File: src/verilog/pmwc_pkg.sv
// Constants and types for the power mode and wake control block
//
// How it works
// - Writing 1 to power control bit 0 halts the core in idle; reads 0.
// - Writing 1 to power control bit 1 places the core in stop; reads 0.
// - Power control bits 7..2 are six plain firmware flags, reset to 0.
// - Wake config bit 7 enters sleep, bit 6 suspend; same write sets enables.
// - Wake config bit 4 is set by hardware on a reset pin glitch.
// - Bit 3 reads the clock fail flag; writing 1 enables that wake source.
// - Bit 2 reads the alarm flag; writing 1 enables alarm wake.
// - Bit 1 reads the pin match flag; writing 1 enables pin match wake.
// - Bit 0 reads the comparator rising edge flag; writing 1 enables it.
// - Writing 1 to wake config bit 5 clears every wake flag except one whose event lands in that cycle.
// - Any wake flag set refuses suspend or sleep and keeps low-power oscillator on.
// - For two clocks after waking from suspend all wake flags read 0.
// - Wake flags follow their events always, enabled or not, also after waking.
// - A reset pin falling edge always wakes the device from sleep.
// - Leaving suspend resumes at the next instruction unless a reset ended it.
package pmwc_pkg;

  // ----------------------------------------------------------------
  // Register addresses
  // ----------------------------------------------------------------
  localparam logic [7:0] POWER_CONTROL_ADDR      = 8'h87;
  localparam logic [7:0] WAKE_CONFIGURATION_ADDR = 8'hb5;

  // ----------------------------------------------------------------
  // Field positions
  // ----------------------------------------------------------------
  localparam int PC_IDLE_BIT      = 0;
  localparam int PC_STOP_BIT      = 1;
  localparam int PC_FLAG_LSB      = 2;
  localparam int PC_FLAG_MSB      = 7;
  localparam int WC_SLEEP_BIT     = 7;
  localparam int WC_SUSPEND_BIT   = 6;
  localparam int WC_CLEAR_BIT     = 5;
  localparam int WC_RESET_PIN_BIT = 4;
  localparam int WC_ENABLE_MSB    = 3;
  localparam int WAKE_COUNT       = 5;
  localparam int SOURCE_COUNT     = 4;

  // ----------------------------------------------------------------
  // Reset values and counts
  // ----------------------------------------------------------------
  localparam logic [5:0] GENERAL_FLAGS_RST  = 6'h00;
  localparam logic [3:0] WAKE_ENABLE_RST    = 4'h0;
  localparam logic [4:0] WAKE_FLAGS_RST     = 5'h00;
  localparam logic [4:0] EVENT_IDLE_LEVEL   = 5'h10;
  localparam logic [7:0] READ_DATA_RST      = 8'h00;
  localparam logic [1:0] WAKE_SETTLE_CYCLES = 2'h2;

  // ----------------------------------------------------------------
  // Types
  // ----------------------------------------------------------------
  typedef struct packed {
    logic [7:0] addr;
    logic       wr;
    logic       rd;
    logic [7:0] wdata;
  } pmwc_sfr_req_type;

  // Bit order matches the wake flag positions
  typedef struct packed {
    logic reset_pin_n;
    logic clock_fail;
    logic alarm;
    logic pin_match;
    logic comparator;
  } pmwc_event_type;

  typedef struct packed {
    logic idle;
    logic stop;
    logic suspend;
    logic sleep;
  } pmwc_mode_type;

  typedef enum logic [2:0] {
    MODE_RUN,
    MODE_IDLE,
    MODE_STOP,
    MODE_SUSPEND,
    MODE_SLEEP,
    MODE_SETTLE
  } pmwc_state_type;

endpackage : pmwc_pkg

File: src/verilog/pmwc_sync.sv
// Two-stage synchroniser for the wake event inputs
`timescale 1ns/1ps
module pmwc_sync (
  // Clock and reset
  input  wire  logic                               clk_in,
  input  wire  logic                               sys_rst_in,
  // Asynchronous levels in, synchronised levels out
  input  wire  logic [pmwc_pkg::WAKE_COUNT-1:0]    async_in,
  output logic       [pmwc_pkg::WAKE_COUNT-1:0]    sync_out
);

  logic [pmwc_pkg::WAKE_COUNT-1:0] meta_q;
  logic [pmwc_pkg::WAKE_COUNT-1:0] meta_d;
  logic [pmwc_pkg::WAKE_COUNT-1:0] sync_q;
  logic [pmwc_pkg::WAKE_COUNT-1:0] sync_d;

  // ----------------------------------------------------------------
  // Per-bit stages
  // ----------------------------------------------------------------
  genvar i;
  generate
    for (i = 0; i < pmwc_pkg::WAKE_COUNT; i = i + 1) begin : g_bit
      always_comb begin
        meta_d[i] = async_in[i];
        sync_d[i] = meta_q[i];
      end
      always_ff @(posedge clk_in or posedge sys_rst_in) begin
        if (sys_rst_in) begin
          meta_q[i] <= pmwc_pkg::EVENT_IDLE_LEVEL[i];
          sync_q[i] <= pmwc_pkg::EVENT_IDLE_LEVEL[i];
        end else begin
          meta_q[i] <= meta_d[i];
          sync_q[i] <= sync_d[i];
        end
      end
    end
  endgenerate

  assign sync_out = sync_q;

endmodule : pmwc_sync

File: src/verilog/pmwc_top.sv
// Power mode request, wake source enables and wake flags
`timescale 1ns/1ps
module pmwc_top (
  // Clock and reset
  input  wire  logic                       clk_in,
  input  wire  logic                       sys_rst_in,
  // Special function register access from the core
  input  wire  pmwc_pkg::pmwc_sfr_req_type sfr_req_in,
  output logic [7:0]                       sfr_rdata_out,
  // Interrupt request from the core, ends idle
  input  wire  logic                       irq_in,
  // Wake events from pins and peripherals
  input  wire  pmwc_pkg::pmwc_event_type   wake_event_in,
  // Power mode controls
  output pmwc_pkg::pmwc_mode_type          mode_out,
  output logic                             core_halt_out,
  output logic                             lposc_run_out,
  output logic                             resume_out,
  output logic                             request_refused_out,
  // Firmware flags
  output logic [5:0]                       general_flags_out
);

  // ----------------------------------------------------------------
  // Declarations
  // ----------------------------------------------------------------
  logic [pmwc_pkg::WAKE_COUNT-1:0]   event_sync;
  logic [pmwc_pkg::WAKE_COUNT-1:0]   event_prev_q;
  logic [pmwc_pkg::WAKE_COUNT-1:0]   event_prev_d;
  logic [pmwc_pkg::WAKE_COUNT-1:0]   event_hit;
  logic [pmwc_pkg::WAKE_COUNT-1:0]   wake_flags_q;
  logic [pmwc_pkg::WAKE_COUNT-1:0]   wake_flags_d;
  logic [pmwc_pkg::SOURCE_COUNT-1:0] wake_enable_q;
  logic [pmwc_pkg::SOURCE_COUNT-1:0] wake_enable_d;
  logic [5:0]                        general_flags_q;
  logic [5:0]                        general_flags_d;
  logic [7:0]                        rdata_q;
  logic [7:0]                        rdata_d;
  logic [1:0]                        settle_cnt_q;
  logic [1:0]                        settle_cnt_d;
  pmwc_pkg::pmwc_state_type          state_q;
  pmwc_pkg::pmwc_state_type          state_d;
  pmwc_pkg::pmwc_mode_type           mode_q;
  pmwc_pkg::pmwc_mode_type           mode_d;
  logic                              halt_q;
  logic                              halt_d;
  logic                              lposc_q;
  logic                              lposc_d;
  logic                              resume_q;
  logic                              resume_d;
  logic                              refused_q;
  logic                              refused_d;
  logic                              pc_write;
  logic                              wc_write;
  logic                              pc_read;
  logic                              wc_read;
  logic                              any_flag;
  logic                              wake_now;
  logic                              clear_req;
  logic                              low_power_req;
  logic [4:0]                        flags_visible;
  logic                              sleep_req;
  logic                              suspend_req;
  logic                              stop_req;
  logic                              idle_req;
  logic                              refuse_req;

  // ----------------------------------------------------------------
  // Event input synchronisation
  // ----------------------------------------------------------------
  pmwc_sync u_sync (
    .clk_in     (clk_in),
    .sys_rst_in (sys_rst_in),
    .async_in   (wake_event_in),
    .sync_out   (event_sync)
  );

  // ----------------------------------------------------------------
  // Edge detection
  // ----------------------------------------------------------------
  always_comb begin
    event_prev_d = event_sync;
    event_hit    = '0;
    // Falling edge on the active-low reset pin
    event_hit[pmwc_pkg::WC_RESET_PIN_BIT] = event_prev_q[pmwc_pkg::WC_RESET_PIN_BIT] &
                                            ~event_sync[pmwc_pkg::WC_RESET_PIN_BIT];
    // Rising edges of the four peripheral sources
    event_hit[pmwc_pkg::WC_ENABLE_MSB:0] = event_sync[pmwc_pkg::WC_ENABLE_MSB:0] &
                                           ~event_prev_q[pmwc_pkg::WC_ENABLE_MSB:0];
  end

  always_ff @(posedge clk_in or posedge sys_rst_in) begin
    if (sys_rst_in) begin
      event_prev_q <= pmwc_pkg::EVENT_IDLE_LEVEL;
    end else begin
      event_prev_q <= event_prev_d;
    end
  end

  // ----------------------------------------------------------------
  // Register access decode
  // ----------------------------------------------------------------
  always_comb begin
    pc_write = sfr_req_in.wr && (sfr_req_in.addr == pmwc_pkg::POWER_CONTROL_ADDR);
    wc_write = sfr_req_in.wr && (sfr_req_in.addr == pmwc_pkg::WAKE_CONFIGURATION_ADDR);
    pc_read  = sfr_req_in.rd && (sfr_req_in.addr == pmwc_pkg::POWER_CONTROL_ADDR);
    wc_read  = sfr_req_in.rd && (sfr_req_in.addr == pmwc_pkg::WAKE_CONFIGURATION_ADDR);
    clear_req = wc_write && sfr_req_in.wdata[pmwc_pkg::WC_CLEAR_BIT];
    low_power_req = wc_write && (sfr_req_in.wdata[pmwc_pkg::WC_SLEEP_BIT] ||
                                 sfr_req_in.wdata[pmwc_pkg::WC_SUSPEND_BIT]);
    any_flag = |wake_flags_q;
  end

  // ----------------------------------------------------------------
  // Firmware flags
  // ----------------------------------------------------------------
  always_comb begin
    general_flags_d = general_flags_q;
    if (pc_write) begin
      general_flags_d = sfr_req_in.wdata[pmwc_pkg::PC_FLAG_MSB:pmwc_pkg::PC_FLAG_LSB];
    end
  end

  always_ff @(posedge clk_in or posedge sys_rst_in) begin
    if (sys_rst_in) begin
      general_flags_q <= pmwc_pkg::GENERAL_FLAGS_RST;
    end else begin
      general_flags_q <= general_flags_d;
    end
  end

  // ----------------------------------------------------------------
  // Wake enables and wake flags
  // ----------------------------------------------------------------
  always_comb begin
    wake_enable_d = wake_enable_q;
    wake_flags_d  = wake_flags_q;
    if (wc_write) begin
      // Enables take the low bits of every write, mode request included
      wake_enable_d = sfr_req_in.wdata[pmwc_pkg::WC_ENABLE_MSB:0];
    end
    // Clear and enables of a refused write still act
    if (clear_req) begin
      wake_flags_d = pmwc_pkg::WAKE_FLAGS_RST;
    end
    // Events set flags in every state, enabled or not; set beats clear
    wake_flags_d = wake_flags_d | event_hit;
  end

  always_ff @(posedge clk_in or posedge sys_rst_in) begin
    if (sys_rst_in) begin
      wake_enable_q <= pmwc_pkg::WAKE_ENABLE_RST;
      wake_flags_q  <= pmwc_pkg::WAKE_FLAGS_RST;
    end else begin
      wake_enable_q <= wake_enable_d;
      wake_flags_q  <= wake_flags_d;
    end
  end

  // ----------------------------------------------------------------
  // Wake decision
  // ----------------------------------------------------------------
  always_comb begin
    // Only a fresh edge wakes, not a flag already up
    wake_now = (|(event_hit[pmwc_pkg::WC_ENABLE_MSB:0] & wake_enable_q)) ||
               event_hit[pmwc_pkg::WC_RESET_PIN_BIT];
  end

  // ----------------------------------------------------------------
  // Mode request decode
  // ----------------------------------------------------------------
  always_comb begin
    // Flags before this write decide a refusal
    refuse_req  = low_power_req && any_flag;
    sleep_req   = wc_write && sfr_req_in.wdata[pmwc_pkg::WC_SLEEP_BIT];
    suspend_req = wc_write && sfr_req_in.wdata[pmwc_pkg::WC_SUSPEND_BIT];
    stop_req    = pc_write && sfr_req_in.wdata[pmwc_pkg::PC_STOP_BIT];
    idle_req    = pc_write && sfr_req_in.wdata[pmwc_pkg::PC_IDLE_BIT];
  end

  // ----------------------------------------------------------------
  // Power mode sequencer
  // ----------------------------------------------------------------
  always_comb begin
    state_d      = state_q;
    settle_cnt_d = settle_cnt_q;
    resume_d     = 1'b0;
    refused_d    = 1'b0;
    unique case (state_q)
      pmwc_pkg::MODE_RUN, pmwc_pkg::MODE_SETTLE: begin
        if (state_q == pmwc_pkg::MODE_SETTLE) begin
          if (settle_cnt_q == 2'h1) begin
            state_d = pmwc_pkg::MODE_RUN;
          end
          settle_cnt_d = settle_cnt_q - 2'h1;
        end
        // Requests taken while settling too; sleep beats suspend, stop beats idle
        if (refuse_req) begin
          refused_d = 1'b1;
        end else if (sleep_req) begin
          state_d = pmwc_pkg::MODE_SLEEP;
        end else if (suspend_req) begin
          state_d = pmwc_pkg::MODE_SUSPEND;
        end else if (stop_req) begin
          state_d = pmwc_pkg::MODE_STOP;
        end else if (idle_req) begin
          state_d = pmwc_pkg::MODE_IDLE;
        end
      end
      pmwc_pkg::MODE_IDLE: begin
        if (irq_in) begin
          state_d  = pmwc_pkg::MODE_RUN;
          resume_d = 1'b1;
        end
      end
      pmwc_pkg::MODE_STOP: begin
        // Only a device reset ends stop
        state_d = pmwc_pkg::MODE_STOP;
      end
      pmwc_pkg::MODE_SUSPEND: begin
        if (wake_now) begin
          state_d      = pmwc_pkg::MODE_SETTLE;
          settle_cnt_d = pmwc_pkg::WAKE_SETTLE_CYCLES;
          resume_d     = 1'b1;
        end
      end
      pmwc_pkg::MODE_SLEEP: begin
        if (wake_now) begin
          state_d  = pmwc_pkg::MODE_RUN;
          resume_d = 1'b1;
        end
      end
    endcase
  end

  // ----------------------------------------------------------------
  // Mode outputs
  // ----------------------------------------------------------------
  always_comb begin
    mode_d.idle    = (state_d == pmwc_pkg::MODE_IDLE);
    mode_d.stop    = (state_d == pmwc_pkg::MODE_STOP);
    mode_d.suspend = (state_d == pmwc_pkg::MODE_SUSPEND);
    mode_d.sleep   = (state_d == pmwc_pkg::MODE_SLEEP);
    halt_d = mode_d.idle || mode_d.stop || mode_d.suspend || mode_d.sleep;
    // Low-power oscillator may stop only in suspend or sleep with no flag up
    lposc_d = !(mode_d.suspend || mode_d.sleep) || (|wake_flags_d);
  end

  always_ff @(posedge clk_in or posedge sys_rst_in) begin
    if (sys_rst_in) begin
      state_q      <= pmwc_pkg::MODE_RUN;
      settle_cnt_q <= '0;
      mode_q       <= '0;
      halt_q       <= 1'b0;
      lposc_q      <= 1'b1;
      resume_q     <= 1'b0;
      refused_q    <= 1'b0;
    end else begin
      state_q      <= state_d;
      settle_cnt_q <= settle_cnt_d;
      mode_q       <= mode_d;
      halt_q       <= halt_d;
      lposc_q      <= lposc_d;
      resume_q     <= resume_d;
      refused_q    <= refused_d;
    end
  end

  // ----------------------------------------------------------------
  // Read data
  // ----------------------------------------------------------------
  always_comb begin
    // Flags are hidden while the unit settles after suspend
    flags_visible = (state_q == pmwc_pkg::MODE_SETTLE) ? pmwc_pkg::WAKE_FLAGS_RST : wake_flags_q;
    rdata_d = rdata_q;
    if (pc_read) begin
      rdata_d = {general_flags_q, 2'b00};
    end else if (wc_read) begin
      rdata_d = {3'b000, flags_visible};
    end else if (sfr_req_in.rd) begin
      rdata_d = pmwc_pkg::READ_DATA_RST;
    end
  end

  always_ff @(posedge clk_in or posedge sys_rst_in) begin
    if (sys_rst_in) begin
      rdata_q <= pmwc_pkg::READ_DATA_RST;
    end else begin
      rdata_q <= rdata_d;
    end
  end

  // ----------------------------------------------------------------
  // Output drive
  // ----------------------------------------------------------------
  assign sfr_rdata_out       = rdata_q;
  assign mode_out            = mode_q;
  assign core_halt_out       = halt_q;
  assign lposc_run_out       = lposc_q;
  assign resume_out          = resume_q;
  assign request_refused_out = refused_q;
  assign general_flags_out   = general_flags_q;

endmodule : pmwc_top

File: config.mk
export PLATFORM = sky130hd
export DESIGN_NAME = pmwc_top
export DESIGN_NICKNAME = d
export VERILOG_FILES = /design/src/verilog/pmwc_pkg.sv /design/src/verilog/pmwc_sync.sv /design/src/verilog/pmwc_top.sv
export SDC_FILE = /design/constraint.sdc
export NUM_CORES = 1
export LEC_CHECK = 0
export BUFFER_PORTS_ARGS = -buffer_cell sky130_fd_sc_hd__buf_2
export CAP_MARGIN = 20
export CORE_ASPECT_RATIO = 1.75
export CORE_MARGIN = 3
export CORE_UTILIZATION = 35
export CTS_BUF_LIST = sky130_fd_sc_hd__clkbuf_8
export CTS_CLUSTER_SIZE = 25
export DETAILED_ROUTE_END_ITERATION = 8
export GPL_ROUTABILITY_DRIVEN = 0
export GPL_TIMING_DRIVEN = 0
export PLACE_DENSITY_LB_ADDON = 0.3
export REMOVE_ABC_BUFFERS = 1
export SLEW_MARGIN = 25
export SYNTH_ARGS = -nofsm -noshare
export SYNTH_HDL_FRONTEND = slang
export SYNTH_SLANG_ARGS = --single-unit
File: constraint.sdc
create_clock -name clk_in -period 1.8 [get_ports clk_in]
set_input_delay 0.27 -clock clk_in [delete_from_list [all_inputs] [get_ports clk_in]]
set_output_delay 0.27 -clock clk_in [all_outputs]
set_load 0.02 [all_outputs]
**Word level (Yosys, flattened, before mapping)**

Index checks and enable logic that the tools add are counted.

- Register bits: 51
- Bits of input ports: 26

- $add $sub $neg: 1
- Eq/ne operators: 14
- Muxes and demuxes: 24
- Bitwise operators: 6
- Reductions and logical operators: 28

Operators by type and width:

| cell | number |
|---|---|
| $mux 3 | 10 |
| $mux 8 | 3 |
| $eq 8x8->1 const B | 2 |
| $pmux 3 s5 | 1 |
| $eq 3x2->1 const B | 4 |
| $logic_and 1x1->1 | 11 |
| $mux 5 | 2 |
| $reduce_or 5->1 | 2 |
| $eq 3x3->1 const B | 3 |
| $and 4x4->4 | 2 |
| $logic_or 1x1->1 | 7 |
| $eq 3x1->1 const B | 2 |
| $or 5x5->5 | 1 |
| $mux 1 | 4 |
| $mux 2 | 2 |
| $ne 2x2->1 const B | 2 |
| $not 4->4 | 1 |
| $pmux 2 s2 | 1 |
| $reduce_or 2->1 | 2 |
| $reduce_or 4->1 | 1 |
| $logic_not 3->1 | 1 |
| $reduce_and 3->1 | 1 |
| $reduce_bool 3->1 | 1 |
| $eq 2x1->1 const B | 1 |
| other kinds (6) | 6 |

**Depth between registers and ports, before layout**

- Depth after elaboration: 13
- Gate-level depth with buffers: 9
- Depth with buffers taken out: 9

**Hierarchy**

Synthesis repeated with hierarchy kept, for this count alone.

- Cells, all modules: 204
- Area total of the unflattened synthesis: 2257.2 um^2

By module, submodules not included:

| module | times used | cells each | area each (um^2) |
|---|---|---|---|
| pmwc_top | 1 | 193 | 2000.7 |
| pmwc_sync | 1 | 11 | 256.5 |

**Least setup slack after synthesis**

Ideal clock, no wire load.

- Path kind: register -> register
- Start: register u_sync.sync_q (netlist bit u_sync.sync_out[3])
- End: register lposc_q, in the netlist lposc_run_out
- Library setup time: 93 ps
- Arrival: 1770 ps
- Data required time: 1707 ps
- Slack: -63 ps
- Stages on the path, launching flop included: 8
- Buffers on the path: 0
- Clock period less this slack: 1863 ps
- Cell sequence: dfrtp_1 -> nor2b_1 -> a222oi_1 -> nand2_1 -> o2bb2ai_1 -> or3_1 -> nor3_2 -> o211ai_2

RTL lines:

| element | line | source |
|---|---|---|
| start, declared | pmwc_sync.sv:14 | `logic [pmwc_pkg::WAKE_COUNT-1:0] sync_q;` |
| start signal, assigned by index | pmwc_sync.sv:30 | `sync_q[i] <= pmwc_pkg::EVENT_IDLE_LEVEL[i];` |
| start signal, assigned by index | pmwc_sync.sv:33 | `sync_q[i] <= sync_d[i];` |
| end signal, assigned | pmwc_top.sv:263 | `lposc_q <= lposc_d;` |
| end, declared | pmwc_top.sv:47 | `logic lposc_q;` |

==> flow_summary.yaml <==
grt:
  grt_max_degree: 34
  antenna_found_initial: 0
  grt_pass1_wl_um: 7783
  track_usage_pct: 14.31
  grt_pass1_vias: 1618
  overflow: 0
synth:
  ys_ff_latch: 51
  yosysSeqAreaShare_pct: 58.99
  syn_inst: 187
  ys_warn_count: 0
  synth_cell_types: 45
  synthArstFlopShare_pct: 100.0
  synth_area_um2: 2172
  synthTopCellsByArea: "dfrtp_1, mux2_2, dfstp_2"
  synth_flop_cell: "dfrtp_1"
  synth-edff-count: 0
  syn_avg_cell_area_um2: 11.62
  synth_top_area_share_pct: 54.15
  yosys.area.top_type: "dfrtp_1"
route:
  firstDrtPassIters: 4
  wl_met1_um: 1751
  route.top_layer_used: "met4"
  dr_total_vias: 1591
  met3_length_um: 159
  routed_wl_um: 4541
  drt_iter0_markers: 51
  drc_errors: 0
  drt-wirelength-per-cell_um: 14.15
  via_per_inst: 4.956
  postRouteAntennaNets: 0
  wl_met2_um: 2525
run_status:
  violations: "negative setup slack"
  status: "finished with violations"
worst_setup_path:
  end_kind: "register"
  arrival_ns: 2.23
  startpoint_type: "register"
  path_max_fanout: 14
  criticalPathCategory: "register to register"
  cp.required_ns: 2.04
  r2r_cells: 7
layout:
  drive_gt1_share_pct: 37.45
  final_common_cell: "buf_2"
  num_antenna_cells: 0
  fin_area_um2: 2713
  mostFrequentLayoutCells: "buf_2, dfrtp_1, nand2_1"
  utilization_pct: 45.78
  final_nets: 269
  syn2layout_area_growth_pct: 24.88
timing:
  tns_ns: -0.4541
  setup_ws_ns: -0.1901
  whs_ns: 0.05715
  fin_crit_ns: 1.990
  tightest_slew_ns: 0.4476
  setup_viol: 7
  max_slew_margin_pct: 70.05
  hold_viol: 0
  skew_ns: 0.005315
  fmax_ghz: 0.5025
  finalMaxSlewViolations: 0
  rsz0062_at_grt: "true"
  finalCritPeriodShare_pct: 110.6
die:
  core_area_um2: 5926
  initial_core_util_pct: 36.66
  die-height_um: 110.2
  die_area_um2: 7225
  die_w_um: 65.55
  rows: 37
  ios: 48
power:
  p_per_area_nw_per_um2: 859.7
  total_power_w: 0.002332
  vdd_ir_drop_max_uv: 423.8
  p_leak_nw: 1.279
clock_tree:
  cts_tree: "done"
  numCtsBuffers: 5
  cts.clk_slew.worst_paths_ns: 0.09
  root_buffer: "clkbuf_8"
  cts_max_path_buffers: 2
  clock-sinks: 51
  cts.htree.levels: 2
  insertion_delay_ns: 0.31
placed_design:
  post_dp_cell_area_um2: 2514
  dp_hpwl_um: 3419
  port_buffers: 47
job:
  drv_cap: 0
hold_path:
  hold_class: "input pin to register"
  hold_path_depth: 1
[Yosys cell counts (2+ instances only)]
| library cell | count |
|---|---|
| mux2_2 | 10 |
| a21oi_1 | 6 |
| nand2_1 | 17 |
| and2_1 | 2 |
| xnor2_1 | 2 |
| nand2b_1 | 3 |
| buf_1 | 2 |
| a31oi_1 | 3 |
| dfstp_2 | 4 |
| a21o_1 | 4 |
| o21ai_0 | 14 |
| dfrtp_1 | 47 |
| nor2_1 | 10 |
| nand3_1 | 3 |
| a22oi_1 | 5 |
| nor3_4 | 2 |
| nor2b_1 | 6 |
| inv_1 | 15 |
| nor3_1 | 6 |
[report_power, final]
group          switching, W  total [W]  internal, W
clock              0.000374   0.000923     0.000550
sequential        0.0000245    0.00121      0.00119
combinational      0.000115   0.000198    0.0000826
[worst max-delay path, stage by stage (launching register included)]
cell      delay, ns
dfrtp_2        0.52
nand2b_1       0.22
o21ai_0        0.12
a31oi_1        0.21
a311oi_2       0.07
or3_4          0.46
and3_4         0.17
o211ai_2       0.15
[routing by layer]
layer | up-vias | global-route usage [%]
li1 | 765 | -
met1 | 782 | 15.91
met2 | 37 | 25.45
met3 | 7 | 3.245
met4 | 0 | 6.825
met5 | - | 0
[path summary, 6_finish.rpt]
path                                  startpoint                    to  slack, ns
worst min register to register  u_sync.meta_q[1]    u_sync.sync_out[1]       0.35
worst max-delay path                  state_q[1]         lposc_run_out      -0.19
max in group asynchronous             sys_rst_in      u_sync.meta_q[4]       0.71
min in group asynchronous             sys_rst_in  general_flags_out[1]       0.50
worst min-delay path            wake_event_in[4]      u_sync.meta_q[4]       0.06
worst max register to register        state_q[1]         lposc_run_out      -0.19
[cell type report]
class | instances | area, um^2
Fill cell | 608 | 3213
Clock inverter | 3 | 63.81
Sequential cell | 51 | 1284
Multi-Input combinational cell | 118 | 862.1
Timing Repair Buffer | 51 | 280.3
Tap cell | 78 | 97.59
Clock buffer | 5 | 68.82
Inverter | 15 | 56.30
[kinds of logic after synthesis]
| family | Yosys count | share of synthesized area [%] |
|---|---|---|
| flip-flops | 51 | 58.99 |
| AO/OA/AOI/OAI | 43 | 14.17 |
| AND/OR/NAND/NOR | 61 | 16.76 |
| XOR/XNOR | 3 | 1.210 |
| adder cells (fa/ha/maj) | 1 | 0.5759 |
| multiplexers | 10 | 5.184 |
| buffers and inverters | 18 | 3.110 |
[state kept, by name, summed over array words and instances (netlist names), 2 cells and up]
signal and count:
sfr_rdata_out 8, general_flags_out 6, event_prev_q 5, u_sync.meta_q 5, u_sync.sync_out 5, wake_flags_q 5, mode_out 4, wake_enable_q 4
state_q 3, settle_cnt_q 2
[metrics by stage]
stage               worst slack, ns  cells
floorplan                  -0.06128    184
global placement            -0.4467    309
detailed placement          -0.4885    310
CTS                         -0.1833    321
global route                -0.3216    321
finish                      -0.1901    321
[what timing repair did]
item | 4_1_cts | 5_1_grt
endpoints found under the hold margin | 18 | 0
resized for setup | 9 | 1
pin swaps | 4 | 0
hold buffers | 1 | 0
endpoints found under the setup margin | 7 | 15
setup buffers | 2 | 0
Power figures use the tool's default switching activity.
